**src/shared/cms_pkg.sv**
```systemverilog
// constants for the clock multiplier and clock select block
// assumes an 8-bit special function register port on the ref_clk domain
package cms_pkg;
    localparam int CMS_REF_MHZ = 100;
    localparam logic [7:0] CMS_MULCTL_ADDR = 8'hB9;
    localparam logic [7:0] CMS_CLOCK_SELECT_REG_ADDR = 8'hA9;
    localparam logic [7:0] CMS_MULCTL_RESET = 8'h00;
    localparam logic [7:0] CMS_CLOCK_SELECT_REG_RESET = 8'h00;
    localparam logic [7:0] CMS_CLOCK_SELECT_REG_WMASK = 8'h77;
    localparam int CMS_MUL_EN_BIT = 7;
    localparam int CMS_MUL_INIT_BIT = 6;
    localparam int CMS_MUL_RDY_BIT = 5;
    localparam int CMS_MUL_SEL_LSB = 0;
    localparam int CMS_USB_SEL_LSB = 4;
    localparam int CMS_SYS_SEL_LSB = 0;
    localparam int CMS_MUL_FACTOR = 4;
    localparam int CMS_LOCK_PERIODS = 8;
    localparam int CMS_XTAL_SETTLE_TICKS = 1024;
    localparam int CMS_PERIOD_W = 12;
    typedef enum logic [1:0] {
        CMS_MIN_INT = 2'h0,
        CMS_MIN_EXT = 2'h1,
        CMS_MIN_EXT2 = 2'h2,
        CMS_MIN_RSVD = 2'h3
    } cms_mul_in_t;
    typedef enum logic [2:0] {
        CMS_USB_MUL = 3'h0,
        CMS_USB_INT2 = 3'h1,
        CMS_USB_EXT = 3'h2,
        CMS_USB_EXT2 = 3'h3,
        CMS_USB_EXT3 = 3'h4,
        CMS_USB_EXT4 = 3'h5
    } cms_usb_src_t;
    typedef enum logic [2:0] {
        CMS_SYS_INT = 3'h0,
        CMS_SYS_EXT = 3'h1,
        CMS_SYS_MUL2 = 3'h2,
        CMS_SYS_MUL = 3'h3,
        CMS_SYS_LFO = 3'h4
    } cms_sys_src_t;
    typedef enum logic [3:0] {
        CMS_ST_OFF = 4'b0001,
        CMS_ST_ON = 4'b0010,
        CMS_ST_INIT = 4'b0100,
        CMS_ST_LOCK = 4'b1000
    } cms_mul_state_t;
endpackage

```
**src/hdl/cms_multiplier.sv**
```systemverilog
// times-four tick multiplier with lock detection
// assumes input ticks are one-cycle pulses on ref_clk, slower than a quarter of it
`timescale 1ns/100ps
module cms_multiplier #(
    parameter int LOCK_PERIODS = cms_pkg::CMS_LOCK_PERIODS,
    parameter int PERIOD_W = cms_pkg::CMS_PERIOD_W
) (
    // clock and reset
    input wire logic ref_clk,
    input wire logic rst,
    // control
    input wire logic inTick,
    input wire logic enable,
    input wire logic initStart,
    // result
    output logic tickOut,
    output logic locked
);
    import cms_pkg::*;
    if (LOCK_PERIODS < 1 || LOCK_PERIODS > 255 || PERIOD_W < 4) begin : gBadParams
        $error("cms_multiplier: unsupported parameters");
    end
    cms_mul_state_t state_reg, state_next;
    logic [PERIOD_W-1:0] cnt_reg, cnt_next, period_reg, period_next;
    logic [7:0] stable_reg, stable_next;
    logic tick_reg, tick_next;
    logic [PERIOD_W-1:0] quarter, measured, diff;

    always_comb begin
        measured = cnt_reg + {{(PERIOD_W-1){1'b0}}, 1'b1};
        quarter = period_reg >> 2;
        diff = (measured > period_reg) ? measured - period_reg : period_reg - measured;
        state_next = state_reg;
        stable_next = stable_reg;
        period_next = period_reg;
        cnt_next = (&cnt_reg) ? cnt_reg : measured;
        if (inTick) begin
            cnt_next = '0;
            period_next = measured;
        end
        case (state_reg)
            CMS_ST_OFF: begin
                if (enable) begin
                    state_next = CMS_ST_ON;
                end
            end
            CMS_ST_ON: begin
                if (initStart) begin
                    state_next = CMS_ST_INIT;
                    stable_next = 8'h00;
                end
            end
            CMS_ST_INIT: begin
                if (inTick) begin
                    if (diff <= {{(PERIOD_W-1){1'b0}}, 1'b1}) begin
                        stable_next = stable_reg + 8'h01;
                    end else begin
                        stable_next = 8'h00;
                    end
                    if (stable_reg == 8'(LOCK_PERIODS - 1)) begin
                        state_next = CMS_ST_LOCK;
                    end
                end
            end
            CMS_ST_LOCK: begin
                state_next = CMS_ST_LOCK;
            end
            default: begin
                state_next = CMS_ST_OFF;
            end
        endcase
        if (!enable) begin
            state_next = CMS_ST_OFF;
        end
        // four evenly spaced pulses per input period
        tick_next = (state_reg == CMS_ST_LOCK) && enable && quarter != '0 &&
                    (inTick || cnt_next == quarter || cnt_next == (quarter << 1) ||
                     cnt_next == quarter + (quarter << 1));
    end

    always_ff @(posedge ref_clk) begin
        if (rst) begin
            state_reg <= CMS_ST_OFF;
            cnt_reg <= '0;
            period_reg <= '0;
            stable_reg <= 8'h00;
            tick_reg <= 1'b0;
        end else begin
            state_reg <= state_next;
            cnt_reg <= cnt_next;
            period_reg <= period_next;
            stable_reg <= stable_next;
            tick_reg <= tick_next;
        end
    end

    assign tickOut = tick_reg;
    // gated by enable so the ready bit drops in the same cycle as the enable bit
    assign locked = (state_reg == CMS_ST_LOCK) && enable;
endmodule

```
**src/hdl/cms_clock_control.sv**
```systemverilog
// clock multiplier control and system / usb clock selection
// assumes oscillator pins arrive asynchronously; clocks are modelled as ref_clk tick enables
// Notes on behaviour
// multiplier gives four times its input rate
// software resets, selects, enables, waits, initialises, polls
// bit 7 enables the multiplier
// bit 6 starts init only when enabled
// read-only bit 5 shows multiplier lock
// low two bits pick multiplier input
// external source stable before multiplier init
// internal oscillator selectable without start-up wait
// crystal-valid set once external oscillator settles
// software waits 1 ms before reading crystal-valid
// system runs on external only for 01
// system source switchable on the fly
// divided multiplier allowed; full only on variants
// software sets flash timing above 25 MHz
// software picks 48 or 6 MHz usb clock
// usb from multiplier or divided oscillators; code also offers the undivided external oscillator at 010
// software enables clock recovery for 000/00
// bits 6-4 choose usb clock source
// bits 2-0 choose system clock source
// ready clears when multiplier disabled
// multiplier control bits 4-2 read zero
`timescale 1ns/100ps
module cms_clock_control #(
    parameter bit FULL_RATE_SYS = 1'b1,
    parameter int XTAL_SETTLE_TICKS = cms_pkg::CMS_XTAL_SETTLE_TICKS
) (
    // clock and reset
    input wire logic ref_clk,
    input wire logic rst,
    // special function register port
    input wire logic [7:0] sfrAddr,
    input wire logic sfrWrite,
    input wire logic [7:0] sfrWrData,
    output logic [7:0] sfrRdData,
    // oscillator pins and external oscillator control
    input wire logic intOscPin,
    input wire logic extOscPin,
    input wire logic lfoPin,
    input wire logic extOscEnable,
    // clock enables and status
    output logic sysClkTick,
    output logic usbClkTick,
    output logic crystalValid
);
    import cms_pkg::*;
    if (XTAL_SETTLE_TICKS < 1 || XTAL_SETTLE_TICKS > 65535) begin : gBadSettle
        $error("cms_clock_control: unsupported settle count");
    end
    // pin synchronisers and edge detection
    logic [2:0] syncA_reg, syncB_reg, prev_reg;
    logic [2:0] syncA_next, syncB_next, prev_next, pinTick;
    always_comb begin
        syncA_next = {lfoPin, extOscPin, intOscPin};
        syncB_next = syncA_reg;
        prev_next = syncB_reg;
        pinTick = syncB_reg & ~prev_reg;
    end
    always_ff @(posedge ref_clk) begin
        if (rst) begin
            syncA_reg <= 3'h0;
            syncB_reg <= 3'h0;
            prev_reg <= 3'h0;
        end else begin
            syncA_reg <= syncA_next;
            syncB_reg <= syncB_next;
            prev_reg <= prev_next;
        end
    end
    logic intTick, extTick, lfoTick;
    assign intTick = pinTick[0];
    assign extTick = pinTick[1];
    assign lfoTick = pinTick[2];

    // registers
    logic multiplier_enable_reg, multiplier_enable_next;
    logic multiplier_initialise_reg, multiplier_initialise_next;
    logic [1:0] multiplier_input_select_reg, multiplier_input_select_next;
    logic [7:0] clock_select_reg_reg, clock_select_reg_next;
    logic [7:0] rd_reg, rd_next;
    logic initStart, mulLocked, mulTick;
    logic [2:0] usbSel, sysSel;
    assign usbSel = clock_select_reg_reg[CMS_USB_SEL_LSB +: 3];
    assign sysSel = clock_select_reg_reg[CMS_SYS_SEL_LSB +: 3];
    always_comb begin
        multiplier_enable_next = multiplier_enable_reg;
        multiplier_initialise_next = multiplier_initialise_reg;
        multiplier_input_select_next = multiplier_input_select_reg;
        clock_select_reg_next = clock_select_reg_reg;
        initStart = 1'b0;
        if (sfrWrite && sfrAddr == CMS_MULCTL_ADDR) begin
            multiplier_enable_next = sfrWrData[CMS_MUL_EN_BIT];
            multiplier_initialise_next = sfrWrData[CMS_MUL_INIT_BIT];
            multiplier_input_select_next = sfrWrData[CMS_MUL_SEL_LSB +: 2];
            initStart = sfrWrData[CMS_MUL_INIT_BIT] && sfrWrData[CMS_MUL_EN_BIT] && multiplier_enable_reg;
        end
        if (sfrWrite && sfrAddr == CMS_CLOCK_SELECT_REG_ADDR) begin
            clock_select_reg_next = sfrWrData & CMS_CLOCK_SELECT_REG_WMASK;
        end
        rd_next = 8'h00;
        if (sfrAddr == CMS_MULCTL_ADDR) begin
            rd_next = {multiplier_enable_reg, multiplier_initialise_reg, mulLocked, 3'b000, multiplier_input_select_reg};
        end else if (sfrAddr == CMS_CLOCK_SELECT_REG_ADDR) begin
            rd_next = clock_select_reg_reg;
        end
    end
    always_ff @(posedge ref_clk) begin
        if (rst) begin
            multiplier_enable_reg <= CMS_MULCTL_RESET[CMS_MUL_EN_BIT];
            multiplier_initialise_reg <= CMS_MULCTL_RESET[CMS_MUL_INIT_BIT];
            multiplier_input_select_reg <= CMS_MULCTL_RESET[1:0];
            clock_select_reg_reg <= CMS_CLOCK_SELECT_REG_RESET;
            rd_reg <= 8'h00;
        end else begin
            multiplier_enable_reg <= multiplier_enable_next;
            multiplier_initialise_reg <= multiplier_initialise_next;
            multiplier_input_select_reg <= multiplier_input_select_next;
            clock_select_reg_reg <= clock_select_reg_next;
            rd_reg <= rd_next;
        end
    end
    assign sfrRdData = rd_reg;

    // dividers: external /2 for multiplier input, and the selected usb / system rates
    logic extHalf_reg, extHalf_next, mulHalf_reg, mulHalf_next, intHalf_reg, intHalf_next;
    logic [1:0] usbDiv_reg, usbDiv_next;
    logic mulInTick;
    always_comb begin
        extHalf_next = extHalf_reg ^ extTick;
        mulHalf_next = mulHalf_reg ^ mulTick;
        intHalf_next = intHalf_reg ^ intTick;
        case (cms_mul_in_t'(multiplier_input_select_reg))
            CMS_MIN_INT: mulInTick = intTick;
            CMS_MIN_EXT: mulInTick = extTick;
            CMS_MIN_EXT2: mulInTick = extTick && extHalf_reg;
            default: mulInTick = 1'b0;
        endcase
    end

    cms_multiplier #(
        .LOCK_PERIODS(CMS_LOCK_PERIODS),
        .PERIOD_W(CMS_PERIOD_W)
    ) u_mul (
        .ref_clk(ref_clk),
        .rst(rst),
        .inTick(mulInTick),
        .enable(multiplier_enable_reg),
        .initStart(initStart),
        .tickOut(mulTick),
        .locked(mulLocked)
    );

    // usb and system clock selection
    logic usbNext, sysNext, usbTick_reg, sysTick_reg;
    logic [1:0] usbDivMax;
    always_comb begin
        usbNext = 1'b0;
        usbDivMax = 2'h0;
        case (cms_usb_src_t'(usbSel))
            CMS_USB_MUL: usbNext = mulTick;
            CMS_USB_INT2: usbNext = intTick && intHalf_reg;
            CMS_USB_EXT: usbNext = extTick;
            CMS_USB_EXT2: usbDivMax = 2'h1;
            CMS_USB_EXT3: usbDivMax = 2'h2;
            CMS_USB_EXT4: usbDivMax = 2'h3;
            default: usbNext = 1'b0;
        endcase
        usbDiv_next = usbDiv_reg;
        if (usbDivMax != 2'h0 && extTick) begin
            usbDiv_next = (usbDiv_reg >= usbDivMax) ? 2'h0 : usbDiv_reg + 2'h1;
            usbNext = (usbDiv_reg >= usbDivMax);
        end
        case (cms_sys_src_t'(sysSel))
            CMS_SYS_INT: sysNext = intTick;
            CMS_SYS_EXT: sysNext = extTick;
            CMS_SYS_MUL2: sysNext = mulTick && mulHalf_reg;
            CMS_SYS_MUL: sysNext = mulTick && FULL_RATE_SYS;
            CMS_SYS_LFO: sysNext = lfoTick;
            default: sysNext = 1'b0;
        endcase
    end
    always_ff @(posedge ref_clk) begin
        if (rst) begin
            extHalf_reg <= 1'b0;
            mulHalf_reg <= 1'b0;
            intHalf_reg <= 1'b0;
            usbDiv_reg <= 2'h0;
            usbTick_reg <= 1'b0;
            sysTick_reg <= 1'b0;
        end else begin
            extHalf_reg <= extHalf_next;
            mulHalf_reg <= mulHalf_next;
            intHalf_reg <= intHalf_next;
            usbDiv_reg <= usbDiv_next;
            usbTick_reg <= usbNext;
            sysTick_reg <= sysNext;
        end
    end
    assign usbClkTick = usbTick_reg;
    assign sysClkTick = sysTick_reg;

    // crystal settle detection
    logic [15:0] settle_reg, settle_next;
    logic valid_reg, valid_next;
    always_comb begin
        settle_next = settle_reg;
        valid_next = valid_reg;
        if (!extOscEnable) begin
            settle_next = 16'h0000;
            valid_next = 1'b0;
        end else if (extTick && !valid_reg) begin
            settle_next = settle_reg + 16'h0001;
            valid_next = (settle_reg == 16'(XTAL_SETTLE_TICKS - 1));
        end
    end
    always_ff @(posedge ref_clk) begin
        if (rst) begin
            settle_reg <= 16'h0000;
            valid_reg <= 1'b0;
        end else begin
            settle_reg <= settle_next;
            valid_reg <= valid_next;
        end
    end
    assign crystalValid = valid_reg;
endmodule

```
**config.mk**
```make
export PLATFORM = sky130hd
export DESIGN_NAME = cms_clock_control
export DESIGN_NICKNAME = d
export VERILOG_FILES = /design/src/shared/cms_pkg.sv /design/src/hdl/cms_multiplier.sv /design/src/hdl/cms_clock_control.sv
export SDC_FILE = /design/constraint.sdc
export NUM_CORES = 1
export LEC_CHECK = 0
export ABC_AREA = 1
export BUFFER_PORTS_ARGS = -buffer_cell sky130_fd_sc_hd__buf_2
export CELL_PAD_IN_SITES_DETAIL_PLACEMENT = 0
export CELL_PAD_IN_SITES_GLOBAL_PLACEMENT = 1
export CORE_MARGIN = 4
export CORE_UTILIZATION = 45
export CTS_BUF_LIST = sky130_fd_sc_hd__clkbuf_4 sky130_fd_sc_hd__clkbuf_8
export DETAILED_ROUTE_END_ITERATION = 12
export PLACE_DENSITY = 0.9
export SLEW_MARGIN = 20
export SYNTH_ARGS = -nofsm -noshare
export SYNTH_HDL_FRONTEND = slang
export SYNTH_SLANG_ARGS = --single-unit
```
**constraint.sdc**
```tcl
create_clock -name ref_clk -period 5.6 [get_ports ref_clk]
set_clock_uncertainty 0.1 [all_clocks]
set_input_delay 0.28 -clock ref_clk [delete_from_list [all_inputs] [get_ports ref_clk]]
set_output_delay 0.28 -clock ref_clk [all_outputs]
set_load 0.02 [all_outputs]
```
==> results.txt <==
The transition time at the pin with the least slew margin is 0.826 ns. The total routing resource utilization after global routing came out at 0.197. The clock passes through at most 2 buffers. After global routing the overflow that remains totals 0.

The CTS tree is built. The flow ran to the end, and the final reports show no timing, DRC or antenna violations. The maximum fanout along the worst path is 8. The count of nets left with antenna violations once routing finished came out at 0. The total of endpoints with negative setup slack in the final report came out at 0. During synthesis, Yosys emitted a total of 0 warnings. The core footprint is 13900 um2.

After the last flow step, the layout net total stands at 1096. Once placement completed, the tool counted placed cells totaling 1193. The worst setup path is launched from a flop. The overall routed net length is 15.7 mm. In the final routed layout, each cell accounts on average for 13.0 um.

The total chip power came out at 1.44 mW. The path class of the tightest hold or removal check is in2reg. The number of global-route vias before repair came out at 5541.

The relative slew slack came out at 0.449. The chip height came out at 127 um. The die span in x is 127 um. The hold-fix buffer count after cts came out at 0. The detailed placer's ending HPWL is 12.4 mm. Synthesis inferred 87 register bits. The maximum vdd ir drop is 0.000130 V. The endpoint identified for the worst register-to-register timing path is u_mul.stable_reg[4]. The maximum clock rate is 295 MHz. For this run, the register share of the synthesized area comes to 0.273. The initial cell density of the core is 0.459.

Routability-driven placement finished with a final weighted congestion of 0.893. The cell sitting at the root of the clock tree is a sky130_fd_sc_hd__clkbuf_8. The endpoint with the worst hold slack is syncA_reg[0]. The average vias per placed instance is 5.09. The first detailed-routing pass took 4 iterations. The filler-free cell count of the finished design is 1209.

The number of maximum-capacitance constraint violations came out at 0. The H-tree was split into 3 levels. The library cell used most frequently in the layout, excluding fill and tap cells, is sky130_fd_sc_hd__nand2_1. For the worst setup path, the data arrival time is 3.56 ns. The number of hold violations in the final report is 0. The post-synth design cell area is 6370 um2. In the layout the commonest cells are sky130_fd_sc_hd__nand2_1, sky130_fd_sc_hd__inv_1, sky130_fd_sc_hd__nor2_1. The post-route fraction of the period consumed by the critical path came out at 0.605. The largest net degree at the start of global routing is 41.

The number of synthesized flops with an enable pin is 0. For the finished layout, the period the worst path requires is 3.39 ns. Relative to the synthesized area, the layout overhead comes to 8.02%. The share of final-layout standard cells stronger than drive strength 1 came out at 0.0894. At the worst endpoint, the required time is 5.78 ns.

The instance count of the mapped netlist came out at 996. The register with the most flip-flops in the layout has 16 of them. The routed layout has 6149 vias. The power per unit of standard cell area is 210 nW/um2. In the synthesized netlist the dominant register cell turns out to be sky130_fd_sc_hd__dfxtp_1. The total of buffers placed on input and output ports came out at 31. The number of antenna violations at the first check in global routing is 0. After clock tree synthesis, the clock-pin slew on the worst setup and hold paths is 0.09 ns. Counting distinct cell types in the post-synthesis netlist gives 48. The average instance in the mapped netlist occupies 6.39 um2. The register-to-register setup slack came out at 2.21 ns. The total of cells resized after clock tree synthesis is 0. 0 antenna diodes ended up in the layout. The number of nets in the synthesized netlist is 1068. The clock latency on the worst-skew pair came out at 0.35 ns. After floorplanning, the core was divided into 43 placement rows.

The number of design rule violations left after detail routing came out at 0. Setup repair after global routing left no endpoint under its margin. The die covers 16100 um2. The endpoint type of the worst setup path is a flop. In this run the critical register-to-register path is launched from u_mul.cnt_reg[0]. The count of cells along the worst register-to-register path came out at 20. In this run, CTS created clock tree buffers numbering 9.

The number of stages on the worst hold path came out at 3. Adding up every negative setup slack in the final design gives 0 ns. The start point of the worst min-delay path is intOscPin. The initial detailed-routing violation count came out at 492.

The final-report max-slew violation count came out at 0. The post-CTS setup buffer count is 0. The type of the setup path with the least slack is reg2reg. The proportion of register bits with asynchronous set or reset after synthesis came out at 0.

The number of placed I/O pins came out at 34. The static leakage is 3.43 nW. The clock drives 87 sinks. The first global-routing pass estimated 26.3 mm of wire.
[worst max-delay path: stages (launching register included)]
cell                       delay, ns
sky130_fd_sc_hd__dfxtp_1        0.44
sky130_fd_sc_hd__ha_1           0.27
sky130_fd_sc_hd__nand2_2        0.13
sky130_fd_sc_hd__nor2_8         0.17
sky130_fd_sc_hd__nand2_4        0.08
sky130_fd_sc_hd__nand2_1        0.08
sky130_fd_sc_hd__and2_1         0.22
sky130_fd_sc_hd__inv_1          0.07
sky130_fd_sc_hd__ha_1           0.42
sky130_fd_sc_hd__nand2_1        0.13
sky130_fd_sc_hd__nor2_1         0.18
sky130_fd_sc_hd__inv_1          0.07
sky130_fd_sc_hd__nor2_2         0.09
sky130_fd_sc_hd__nand2_1        0.08
sky130_fd_sc_hd__nand3_1        0.08
sky130_fd_sc_hd__nand2_1        0.05
sky130_fd_sc_hd__a21oi_1        0.14
sky130_fd_sc_hd__nand3b_1       0.12
sky130_fd_sc_hd__nand2_2        0.17
sky130_fd_sc_hd__nand4_1        0.10
sky130_fd_sc_hd__a21oi_1        0.13
[report_power, final]
| group | leakage, nW | switching (mW) | internal, mW |
|---|---|---|---|
| logic | 2.62 | 0.231 | 0.120 |
| registers | 0.704 | 0.0139 | 0.629 |
| clock network | 0.0967 | 0.236 | 0.214 |
| total | 3.43 | 0.481 | 0.962 |
[layout make-up]
cell class / count / area (um2)
Clock buffer: 10 / 131
Clock inverter: 6 / 67.6
Sequential cell: 87 / 1740
Multi-Input combinational cell: 733 / 3950
Fill cell: 1506 / 7000
Inverter: 161 / 604
Timing Repair Buffer: 32 / 163
Tap cell: 180 / 225
[cells by family after synthesis]
family / after synthesis / share of synthesized area
compound gates: 133 / 0.119
xor+xnor: 15 / 0.0206
fa+ha+maj: 49 / 0.0998
buf+inv: 176 / 0.108
flops: 87 / 0.273
other cells: 1 / 0.000589
simple gates: 535 / 0.378
[how the worst max path moves through the flow]
stage	startpoint	end	slack, ns	depth (start not counted)
5_1_grt	u_mul.cnt_reg[0]	u_mul.stable_reg[3]	1.79	21
4_1_cts	u_mul.cnt_reg[0]	u_mul.stable_reg[7]	2.21	21
3_3_place_gp	u_mul.cnt_reg[0]	u_mul.stable_reg[4]	2.29	20
2_1_floorplan	u_mul.cnt_reg[0]	u_mul.stable_reg[1]	2.78	21
3_5_place_dp	u_mul.cnt_reg[0]	u_mul.stable_reg[7]	2.24	20
6_report	u_mul.cnt_reg[0]	u_mul.stable_reg[4]	2.21	20
[cell usage after synthesis, types with 3 or more instances]
cell type,instances,area share
sky130_fd_sc_hd__and2_1,3,0.0029
sky130_fd_sc_hd__nor3b_1,3,0.0035
sky130_fd_sc_hd__buf_1,3,0.0018
sky130_fd_sc_hd__a21oi_1,63,0.050
sky130_fd_sc_hd__nand2_1,257,0.15
sky130_fd_sc_hd__nand3_1,90,0.071
sky130_fd_sc_hd__o21ai_0,38,0.030
sky130_fd_sc_hd__xor2_1,11,0.015
sky130_fd_sc_hd__o32ai_1,3,0.0041
sky130_fd_sc_hd__o22ai_1,3,0.0029
sky130_fd_sc_hd__xnor2_1,4,0.0055
sky130_fd_sc_hd__nand4_1,26,0.026
sky130_fd_sc_hd__ha_1,46,0.090
sky130_fd_sc_hd__clkbuf_1,6,0.0035
sky130_fd_sc_hd__a21o_1,3,0.0035
sky130_fd_sc_hd__nand2_2,16,0.016
sky130_fd_sc_hd__nand3_2,4,0.0063
sky130_fd_sc_hd__nand3b_1,5,0.0059
sky130_fd_sc_hd__dfxtp_1,87,0.27
sky130_fd_sc_hd__o21bai_1,5,0.0059
sky130_fd_sc_hd__inv_2,6,0.0035
sky130_fd_sc_hd__fa_1,3,0.0094
sky130_fd_sc_hd__nor2_4,3,0.0053
sky130_fd_sc_hd__nor3_1,12,0.0094
sky130_fd_sc_hd__nor4_1,5,0.0049
sky130_fd_sc_hd__nor2_1,99,0.058
sky130_fd_sc_hd__inv_1,153,0.090
sky130_fd_sc_hd__buf_6,3,0.0053
sky130_fd_sc_hd__nor2_2,5,0.0049
sky130_fd_sc_hd__o21a_1,5,0.0059
[routing by layer]
metal / global-route usage / wire length [um] / vias up
li1: - / - / 3264
met1: 0.273 / 7770 / 2754
met2: 0.318 / 7020 / 108
met3: 0.0303 / 611 / 23
met4: 0.0568 / 325 / 0
met5: 0 / 0 / -
[stage by stage]
step / hold WS, ns / utilization / worst slack (ns) / area (um2)
after detailed placement: 0.297 / 0.481 / 2.24 / 6680
after global placement: 0.290 / 0.481 / 2.29 / 6680
after global routing: 0.0240 / 0.496 / 1.79 / 6880
final: 0.0388 / 0.496 / 2.21 / 6880
after floorplan: 0.287 / - / 2.78 / 6370
after CTS: 0.0223 / 0.496 / 2.21 / 6880
No activity file was read; power rests on OpenSTA's default activity.
